## config.mk

```make
export PLATFORM = sky130hd
export DESIGN_NAME = cag_addr_gen
export DESIGN_NICKNAME = d
export VERILOG_FILES = /design/src/cag_pkg.sv /design/src/cag_lane_map.sv /design/src/cag_addr_gen.sv
export SDC_FILE = /design/constraint.sdc
export NUM_CORES = 1
export LEC_CHECK = 0
export BUFFER_PORTS_ARGS = -buffer_cell sky130_fd_sc_hd__buf_2
export CORE_ASPECT_RATIO = 0.7
export CORE_MARGIN = 2
export CORE_UTILIZATION = 53
export DETAILED_ROUTE_END_ITERATION = 8
export PLACE_DENSITY_LB_ADDON = 0.1
export SLEW_MARGIN = 0
export SYNTH_ARGS = -nofsm -noshare
export SYNTH_HDL_FRONTEND = slang
export SYNTH_SLANG_ARGS = --single-unit
export TNS_END_PERCENT = 30
```

## constraint.sdc

```tcl
create_clock -name i_clk -period 8.35 [get_ports i_clk]
set_input_delay 0.835 -clock i_clk [delete_from_list [all_inputs] [get_ports i_clk]]
set_output_delay 0.835 -clock i_clk [all_outputs]
set_load 0.01 [all_outputs]
```

## src/cag_pkg.sv

```systemverilog
package cag_pkg;

    localparam logic [31:0] CAG_TBR_RESET      = 32'h000FFC00;
    localparam logic [31:0] CAG_RESET_VEC_ADDR = 32'h000FFFFC;
    localparam logic [31:0] CAG_VEC_TOP_OFS    = 32'h000003FC;
    localparam logic [31:0] CAG_IP_STEP        = 32'h00000002;
    localparam logic [31:0] CAG_WORD_MASK      = 32'hFFFFFFFC;
    localparam logic [31:0] CAG_HALF_MASK      = 32'hFFFFFFFE;
    localparam logic [31:0] CAG_BYTE_MASK      = 32'hFFFFFFFF;

    localparam logic [7:0] CAG_VEC_RESET      = 8'h00;
    localparam logic [7:0] CAG_VEC_COPRO_ABS  = 8'h07;
    localparam logic [7:0] CAG_VEC_COPRO_ERR  = 8'h08;
    localparam logic [7:0] CAG_VEC_EMU_B      = 8'h09;
    localparam logic [7:0] CAG_VEC_INSN_BRK   = 8'h0A;
    localparam logic [7:0] CAG_VEC_OPND_BRK   = 8'h0B;
    localparam logic [7:0] CAG_VEC_STEP_TRACE = 8'h0C;
    localparam logic [7:0] CAG_VEC_EMU_A      = 8'h0D;
    localparam logic [7:0] CAG_VEC_UNDEF      = 8'h0E;
    localparam logic [7:0] CAG_VEC_NMI        = 8'h0F;
    localparam logic [7:0] CAG_VEC_IRQ_LO     = 8'h10;
    localparam logic [7:0] CAG_VEC_IRQ_HI     = 8'h2F;

    typedef enum logic [1:0] {
        CAG_SZ_BYTE = 2'h0,
        CAG_SZ_HALF = 2'h1,
        CAG_SZ_WORD = 2'h2
    } cag_size_e;

    typedef enum logic [2:0] {
        CAG_OP_FETCH  = 3'h0,
        CAG_OP_DIRECT = 3'h1,
        CAG_OP_DATA   = 3'h2,
        CAG_OP_VECTOR = 3'h3,
        CAG_OP_TBR_WR = 3'h4
    } cag_op_e;

    typedef enum logic [2:0] {
        CAG_ST_RST_VEC = 3'b001,
        CAG_ST_IDLE    = 3'b010,
        CAG_ST_BUSY    = 3'b100
    } cag_state_e;

    typedef enum logic [3:0] {
        CAG_VC_SOFT      = 4'h0,
        CAG_VC_IRQ       = 4'h1,
        CAG_VC_NMI       = 4'h2,
        CAG_VC_UNDEF     = 4'h3,
        CAG_VC_EMU       = 4'h4,
        CAG_VC_STEP      = 4'h5,
        CAG_VC_OPND_BRK  = 4'h6,
        CAG_VC_INSN_BRK  = 4'h7,
        CAG_VC_COPRO_ERR = 4'h8,
        CAG_VC_COPRO_ABS = 4'h9,
        CAG_VC_RESET     = 4'hA
    } cag_vclass_e;

    typedef struct packed {
        cag_op_e     op;
        cag_size_e   size;
        logic        we;
        logic [7:0]  dir8;
        logic [31:0] base;
        logic [31:0] offset;
        logic [31:0] wdata;
        logic [7:0]  vec_num;
    } cag_req_s;

    typedef struct packed {
        logic [31:0] addr;
        logic [3:0]  be;
        logic        we;
        logic [31:0] wdata;
    } cag_bus_s;

    typedef struct packed {
        cag_vclass_e cls;
        logic [4:0]  irq_idx;
    } cag_vec_s;

endpackage

```

## src/cag_lane_map.sv

```systemverilog
module cag_lane_map
    import cag_pkg::*;
(
    input  wire logic [1:0]  i_addr_lo,
    input  wire cag_size_e   i_size,
    input  wire logic [31:0] i_wdata,
    input  wire logic [31:0] i_rdata,
    output logic      [3:0]  o_be,
    output logic      [31:0] o_wlane,
    output logic      [31:0] o_rdata_ext
);

    // Lowest address owns bits 31:24 (big-endian lanes)
    wire logic [3:0] be_byte = 4'h8 >> i_addr_lo;
    wire logic [3:0] be_half = i_addr_lo[1] ? 4'h3 : 4'hC;
    wire logic [4:0] sh_byte = {2'h3 - i_addr_lo, 3'h0};
    wire logic [4:0] sh_half = i_addr_lo[1] ? 5'h00 : 5'h10;

    assign o_be = (i_size == CAG_SZ_BYTE) ? be_byte :
                  (i_size == CAG_SZ_HALF) ? be_half : 4'hF;

    assign o_wlane = (i_size == CAG_SZ_BYTE) ? (i_wdata << sh_byte) :
                     (i_size == CAG_SZ_HALF) ? (i_wdata << sh_half) :
                     i_wdata;

    wire logic [31:0] r_byte = i_rdata >> sh_byte;
    wire logic [31:0] r_half = i_rdata >> sh_half;

    assign o_rdata_ext = (i_size == CAG_SZ_BYTE) ? {24'h000000, r_byte[7:0]} :
                         (i_size == CAG_SZ_HALF) ? {16'h0000, r_half[15:0]} :
                         i_rdata;

endmodule

```

## src/cag_addr_gen.sv

```systemverilog
// Notes on behaviour
// - Memory is one linear byte-addressed space with 32-bit addresses.
// - Direct accesses take their address from the instruction operand only.
// - Byte direct access: operand is address bits 7:0, rest zero.
// - Half-word direct access: operand shifted left one, bits 8:0.
// - Word direct access: operand shifted left two, bits 9:0.
// - Direct reach ends at 0xFF, 0x1FF and 0x3FF by size.
// - Vector table is a 1 KB region starting at the table base.
// - Entry for number n is word at base plus 0x3FC minus 4n.
// - Numbers 0x2F..0x10 are soft or peripheral irq; 0x0F also NMI.
// - Fixed numbers 0x0E..0x07 name the listed exceptions and traps.
// - Reset vector is always read from 0x000FFFFC.
// - Reset loads the table base with 0x000FFC00.
// - Software writes relocate the table, word aligned.
// - Bit 0 is the least significant bit.
// - Multi-byte data is big-endian: MSB at lowest address.
// - Fetch addresses are even; odd pointer bit 0 is ignored.
// - Word data accesses force address bits 1:0 to zero.
// - Half-word data accesses force address bit 0 to zero.
// - Byte data accesses use the computed address unchanged.
// - Alignment is applied after address arithmetic, not to sources.
// - After reset the pointer loads from the reset vector entry.
module cag_addr_gen
    import cag_pkg::*;
(
    input  wire logic        i_clk,
    input  wire logic        i_sys_rst,
    input  wire logic        i_req_valid,
    output logic             o_req_ready,
    input  wire cag_req_s    i_req,
    input  wire logic        i_ip_load,
    input  wire logic [31:0] i_ip_value,
    output logic      [31:0] o_instruction_pointer,
    output logic             o_ip_ready,
    output logic      [31:0] o_vector_table_base,
    output logic             o_mem_req,
    output cag_bus_s         o_mem,
    input  wire logic        i_mem_ack,
    input  wire logic [31:0] i_mem_rdata,
    output logic             o_rsp_valid,
    output logic      [31:0] o_rsp_data,
    output logic      [31:0] o_rsp_addr,
    output cag_vec_s         o_vec_info
);

    cag_state_e  state_q;
    cag_state_e  state_d;
    logic [31:0] tbr_q;
    logic [31:0] ip_q;
    logic        ip_ready_q;
    cag_bus_s    bus_q;
    cag_size_e   size_q;
    cag_op_e     op_q;
    logic        rsp_valid_q;
    logic [31:0] rsp_data_q;
    logic [31:0] rsp_addr_q;
    cag_vec_s    vec_q;

    // Request decode
    wire logic accept = (state_q == CAG_ST_IDLE) && i_req_valid;
    wire logic is_tbr = (i_req.op == CAG_OP_TBR_WR);
    wire logic issue  = accept && !is_tbr;

    // Direct address: only the operand, never a register
    wire logic [31:0] dir_byte = {24'h000000, i_req.dir8};
    wire logic [31:0] dir_half = {23'h000000, i_req.dir8, 1'b0};
    wire logic [31:0] dir_word = {22'h000000, i_req.dir8, 2'b00};
    // Upper bits stay zero, so reach ends at 0xFF/0x1FF/0x3FF
    wire logic [31:0] dir_addr =
        (i_req.size == CAG_SZ_BYTE) ? dir_byte :
        (i_req.size == CAG_SZ_HALF) ? dir_half : dir_word;

    // Register-relative sum, full 32-bit wrap in a linear space
    wire logic [31:0] data_sum = i_req.base + i_req.offset;

    // Low bits forced on the final sum only, sources untouched
    wire logic [31:0] size_mask =
        (i_req.size == CAG_SZ_WORD) ? CAG_WORD_MASK :
        (i_req.size == CAG_SZ_HALF) ? CAG_HALF_MASK :
        CAG_BYTE_MASK;
    wire logic [31:0] data_addr = data_sum & size_mask;

    // Fetch ignores pointer bit 0 even if a branch wrote it odd
    wire logic [31:0] fetch_addr = ip_q & CAG_HALF_MASK;

    // Vector entry: base + 0x3FC - 4n, where 0x3FC - 4n is {~n, 00}
    wire logic [31:0] tbr_word  = tbr_q & CAG_WORD_MASK;
    wire logic [31:0] vec_ofs   = {22'h000000, ~i_req.vec_num, 2'b00};
    wire logic [31:0] vec_table = tbr_word + vec_ofs;
    // Reset entry is pinned whatever the base holds
    wire logic        vec_is_rst = (i_req.vec_num == CAG_VEC_RESET);
    wire logic [31:0] vec_addr =
        vec_is_rst ? CAG_RESET_VEC_ADDR : vec_table;

    wire logic [31:0] next_addr =
        (i_req.op == CAG_OP_FETCH)  ? fetch_addr :
        (i_req.op == CAG_OP_DIRECT) ? dir_addr :
        (i_req.op == CAG_OP_VECTOR) ? vec_addr : data_addr;

    wire cag_size_e next_size =
        (i_req.op == CAG_OP_FETCH)  ? CAG_SZ_HALF :
        (i_req.op == CAG_OP_VECTOR) ? CAG_SZ_WORD : i_req.size;

    // Writes only for data-type operations
    wire logic next_we = i_req.we &&
        ((i_req.op == CAG_OP_DIRECT) || (i_req.op == CAG_OP_DATA));

    // Vector classification
    wire logic [7:0] vn       = i_req.vec_num;
    wire logic       vc_irq   = (vn >= CAG_VEC_IRQ_LO) && (vn <= CAG_VEC_IRQ_HI);
    wire logic [7:0] irq_diff = vn - CAG_VEC_IRQ_LO;
    wire logic       vc_emu   = (vn == CAG_VEC_EMU_A) || (vn == CAG_VEC_EMU_B);

    wire cag_vclass_e vclass =
        vc_irq                     ? CAG_VC_IRQ :
        (vn == CAG_VEC_NMI)        ? CAG_VC_NMI :
        (vn == CAG_VEC_UNDEF)      ? CAG_VC_UNDEF :
        vc_emu                     ? CAG_VC_EMU :
        (vn == CAG_VEC_STEP_TRACE) ? CAG_VC_STEP :
        (vn == CAG_VEC_OPND_BRK)   ? CAG_VC_OPND_BRK :
        (vn == CAG_VEC_INSN_BRK)   ? CAG_VC_INSN_BRK :
        (vn == CAG_VEC_COPRO_ERR)  ? CAG_VC_COPRO_ERR :
        (vn == CAG_VEC_COPRO_ABS)  ? CAG_VC_COPRO_ABS :
        vec_is_rst                 ? CAG_VC_RESET : CAG_VC_SOFT;

    wire cag_vec_s vec_next = '{cls: vclass,
                                irq_idx: vc_irq ? irq_diff[4:0] : 5'h00};

    // Lane placement for the request being issued and the one in flight
    logic [3:0]  lane_be;
    logic [31:0] lane_wdata;
    logic [31:0] lane_unused;
    logic [31:0] rd_ext;

    cag_lane_map u_lane_issue (
        .i_addr_lo   (next_addr[1:0]),
        .i_size      (next_size),
        .i_wdata     (i_req.wdata),
        .i_rdata     (32'h00000000),
        .o_be        (lane_be),
        .o_wlane     (lane_wdata),
        .o_rdata_ext (lane_unused)
    );

    logic [3:0]  rd_be_unused;
    logic [31:0] rd_wl_unused;

    cag_lane_map u_lane_return (
        .i_addr_lo   (bus_q.addr[1:0]),
        .i_size      (size_q),
        .i_wdata     (32'h00000000),
        .i_rdata     (i_mem_rdata),
        .o_be        (rd_be_unused),
        .o_wlane     (rd_wl_unused),
        .o_rdata_ext (rd_ext)
    );

    wire cag_bus_s bus_next = '{addr: next_addr, be: lane_be,
                                we: next_we, wdata: lane_wdata};

    wire logic done = (state_q != CAG_ST_IDLE) && i_mem_ack;

    always_comb begin
        state_d = state_q;
        case (state_q)
            CAG_ST_RST_VEC: begin
                if (i_mem_ack) begin
                    state_d = CAG_ST_IDLE;
                end
            end
            CAG_ST_IDLE: begin
                if (issue) begin
                    state_d = CAG_ST_BUSY;
                end
            end
            CAG_ST_BUSY: begin
                if (i_mem_ack) begin
                    state_d = CAG_ST_IDLE;
                end
            end
            default: begin
                state_d = CAG_ST_IDLE;
            end
        endcase
    end

    // Reset vector read is armed by reset itself, before anything else
    always_ff @(posedge i_clk or posedge i_sys_rst) begin
        if (i_sys_rst) begin
            state_q <= CAG_ST_RST_VEC;
            bus_q   <= '{addr: CAG_RESET_VEC_ADDR, be: 4'hF,
                         we: 1'b0, wdata: 32'h00000000};
            size_q  <= CAG_SZ_WORD;
            op_q    <= CAG_OP_VECTOR;
        end else begin
            state_q <= state_d;
            if (issue) begin
                bus_q  <= bus_next;
                size_q <= next_size;
                op_q   <= i_req.op;
            end
        end
    end

    always_ff @(posedge i_clk or posedge i_sys_rst) begin
        if (i_sys_rst) begin
            tbr_q <= CAG_TBR_RESET;
        end else if (accept && is_tbr) begin
            tbr_q <= i_req.wdata;
        end
    end

    // Pointer: vector return beats a branch, a branch beats increment
    wire logic ip_from_vec = done && (op_q == CAG_OP_VECTOR);
    wire logic ip_step     = issue && (i_req.op == CAG_OP_FETCH);

    always_ff @(posedge i_clk or posedge i_sys_rst) begin
        if (i_sys_rst) begin
            ip_q       <= 32'h00000000;
            ip_ready_q <= 1'b0;
        end else begin
            if (ip_from_vec) begin
                ip_q <= i_mem_rdata;
            end else if (i_ip_load) begin
                ip_q <= i_ip_value;
            end else if (ip_step) begin
                ip_q <= fetch_addr + CAG_IP_STEP;
            end
            if (ip_from_vec) begin
                ip_ready_q <= 1'b1;
            end
        end
    end

    always_ff @(posedge i_clk or posedge i_sys_rst) begin
        if (i_sys_rst) begin
            rsp_valid_q <= 1'b0;
            rsp_data_q  <= 32'h00000000;
            rsp_addr_q  <= 32'h00000000;
        end else begin
            rsp_valid_q <= done;
            if (done) begin
                rsp_data_q <= bus_q.we ? 32'h00000000 : rd_ext;
                rsp_addr_q <= bus_q.addr;
            end
        end
    end

    always_ff @(posedge i_clk or posedge i_sys_rst) begin
        if (i_sys_rst) begin
            vec_q <= '{cls: CAG_VC_RESET, irq_idx: 5'h00};
        end else if (issue && (i_req.op == CAG_OP_VECTOR)) begin
            vec_q <= vec_next;
        end
    end

    // Stalls until the reset entry has been loaded
    assign o_req_ready           = (state_q == CAG_ST_IDLE);
    assign o_mem_req             = (state_q != CAG_ST_IDLE);
    assign o_mem                 = bus_q;
    assign o_instruction_pointer = ip_q;
    assign o_ip_ready            = ip_ready_q;
    assign o_vector_table_base   = tbr_q;
    assign o_rsp_valid           = rsp_valid_q;
    assign o_rsp_data            = rsp_data_q;
    assign o_rsp_addr            = rsp_addr_q;
    assign o_vec_info            = vec_q;

endmodule

```

==> run metrics <==
synth cell count leaders=nand2_1, dfrtp_1, o21ai_0, nor2_1, a21oi_1; CP required=approximately 8700 ps; Hold-fix buffers, CTS=0; Num CTS Buffers=23; routability cong.=0.958; critical path arrival=about 4200 ps; pre-CTS WS=slightly above 4000 ps; cells resized by post-CTS repair=0; status=finished clean; relative slew slack=between 20% and 30%; Layout Utilization=between 60% and 70%; Fmax=0.259 GHz; final setup fails=0; fillcell total=2151; Psw=around 1.8 mW; skew final=around 17 ps; pin count of the biggest net entering global routing=100; Vias/cell=slightly above 6; WL final=49.6 mm; share of layout cells above drive strength 1=between 20 and 30%; clk_lat worst skew=between 500 and 600 ps; Synth async-reset ratio=100%; global-route wire length before repair=around 74 mm; pin slew with the least headroom to its limit=about 1100 ps; mux contribution to synthesized area=under 10%; Setup crit end kind=flop; Post-CTS Setup Bufs=0; syn nets=around 1700; Seq pwr share=between 30% and 40%; I/O Buffers=396; Synth Area in XOR/XNOR=around 5.5%; setup total negative slack=0 ps; Crit Path Category=in2reg; fin. max-slew vios=0; P&R area growth vs syn=21.8%; P_int=roughly 2.8 mW; Vias=between 10000 and 15000; max_cap viols=0; Synth Instances=~1500; Max Buffers Root-to-Sink=3; slowest cell on the critical path=a22oi_4; Clock power frac=between 20% and 30%; Die H=between 100 and 150 um; Die Wd=between 150 and 200 um; IO Count=around 400; Synth Area in Compound Gates=a little under a fifth; Netlist cell types=74; Initial Util=54.1%; adder-cell area share of the yosys netlist=approximately 4.3%; largest family of logic cells by synthesized area=simple AND/OR/NAND/NOR gates; initial drt markers=~1300; maximum fanout along the worst path=23; Final Hold Vio Count=0; sequential share of the synthesized area=slightly above 40%; router iterations before antenna repair=7; Simple-Gate Fraction of Synth Area=~19%; fin crit share=~46%; minimum clock period=3870 ps; Clock Sinks=216; Mapped Area=~13000 um2; Final ANT Viol Nets=0; number of flops mapped to enable cells by yosys=0; CP bufs+invs=2; RSZ-0062 raised after global routing=false; # DRC=0; Synth Warn #=0; Startpoint Class=input pin; TritonCTS clock tree=built; H-tree levels=1; Nets=roughly 2100; VDD IR max=0.210 mV; Synth Register Bits=about 220; GRT Util Overall=36.3%; Synth Flop Type=dfrtp_1; setup ws final=approximately 4500 ps; Critical Path, Cell by Cell=buf_2 -> inv_1 -> ha_1 -> nand3b_1 -> a31oi_1 -> a22oi_4 -> o21ai_2 -> and2_4 -> or2_1 -> a222oi_1 -> o21ai_1; CP top delay family=compound AO/OA/AOI/OAI gates; Tightest Hold Check Type=in2async; clock root cell=clkbuf_16; top-count cell post-synth=nand2_1; wire length per cell=around 23 um; LEAKAGE=around 7.9 nW; vias in the first global route=roughly 13000; Area contributors post-synth=dfrtp_1, nand2_1, dfstp_2; clock slew at reported path FFs=~60 ps; post-synth top area share=33.3%; Synth area leader=dfrtp_1; average cell area after synthesis=8.83 um2; PD cells=~290 nW/um2; GRT overflow=0; core area=24700 um2; Comb pwr share=approximately 38%; CP max stage delay=530 ps; DP HPWL=roughly 38 mm; net switching fraction of the power=about two fifths; std cell rows=48; reg2reg setup slack=between 5000 and 6000 ps; Hold Slack=between 300 and 400 ps; initial antenna violation count=2; die area=~27000 um2
registers in the layout, summed over array words and instances (netlist names), 2 cells and up:
signal / cells
state_q: 3
o_mem: 69
o_instruction_pointer: 32
o_rsp_addr: 32
o_vector_table_base: 32
op_q: 3
o_rsp_data: 32
o_vec_info: 9
size_q: 2
worst register-to-register path, cell delays in order (launching register included):
cell      delay (ps)
dfrtp_1          520
nor2_1           170
a31oi_1           90
a22oi_4          530
o21ai_2          410
and2_4           300
or2_1            490
a222oi_1         480
o21ai_1          110
cell families (layout without fill, tap and decap cells):
family | Yosys count | count (layout)
XOR/XNOR | 84 | 84
adder cells (fa/ha/maj) | 45 | 45
other | 0 | 3
buffers and inverters | 124 | 484
flip-flops | 216 | 216
AO/OA/AOI/OAI | 377 | 377
multiplexers | 85 | 85
AND/OR/NAND/NOR | 581 | 581
worst paths after layout:
path,startpoint,end,cells past startpoint
worst max-delay path,i_req[114],o_mem[16],11
worst min-delay path,i_sys_rst,o_rsp_addr[31],2
worst max register to register,o_instruction_pointer[1],o_mem[16],8
worst min register to register,o_mem[33],o_mem[33],2
max in group asynchronous,i_sys_rst,o_instruction_pointer[9],4
min in group i_clk,o_mem[33],o_mem[33],2
power by group through the flow:
| stage | Combinational, mW | Sequential (mW) | Clock [mW] |
|---|---|---|---|
| 2_1_floorplan | 0.848 | 1.89 | 0 |
| 3_3_place_gp | 1.70 | 1.83 | 0 |
| 3_5_place_dp | 1.72 | 1.83 | 0 |
| 4_1_cts | 1.73 | 1.82 | 1.07 |
| 5_1_grt | 1.90 | 1.88 | 1.11 |
| 6_report | 1.75 | 1.83 | 1.06 |
area by class of cell:
class | count | area (um2) | area share [%]
clock buffers | 33 | 613 | 3.77
multi-input cells | 1172 | 7430 | 45.7
well taps | 325 | 407 | 2.50
flip-flops and latches | 216 | 5450 | 33.5
repair buffers | 410 | 2090 | 12.8
inverters | 34 | 135 | 0.831
clock inverters | 7 | 139 | 0.854
diodes | 3 | 7.51 | 0.0461
layer usage:
| metal | track usage [%] | share of wire, % | up-vias |
|---|---|---|---|
| li1 | - | - | 6115 |
| met1 | 53.8 | 45 | 6391 |
| met2 | 50.6 | 41 | 751 |
| met3 | 10.9 | 12 | 94 |
| met4 | 11.1 | 3.1 | 0 |
| met5 | 0 | 0 | - |
metrics by stage:
step	instance area [um2]	total power, mW	std cells
global route	16300	4.89	2198
finish	16300	4.64	2200
floorplan	13400	2.74	1512
detailed placement	15500	3.56	2157
CTS	16300	4.63	2197
global placement	15500	3.53	2157
cells in the final DEF (no fill, tap or decap), drive strengths merged, types with 20 or more instances in the layout:
master and count:
dfrtp 178, clkbuf 33, a21oi 65, o21ai 134
mux2 36, inv 33, a221oi 30, mux2i 41
dfstp 38, nor2 96, ha 43, nand3 50
nand2 320, nand4 21, buf 410, nor3 21
xor2 39, xnor2 45, a21o 20
No activity file was read; power rests on OpenSTA's default activity.
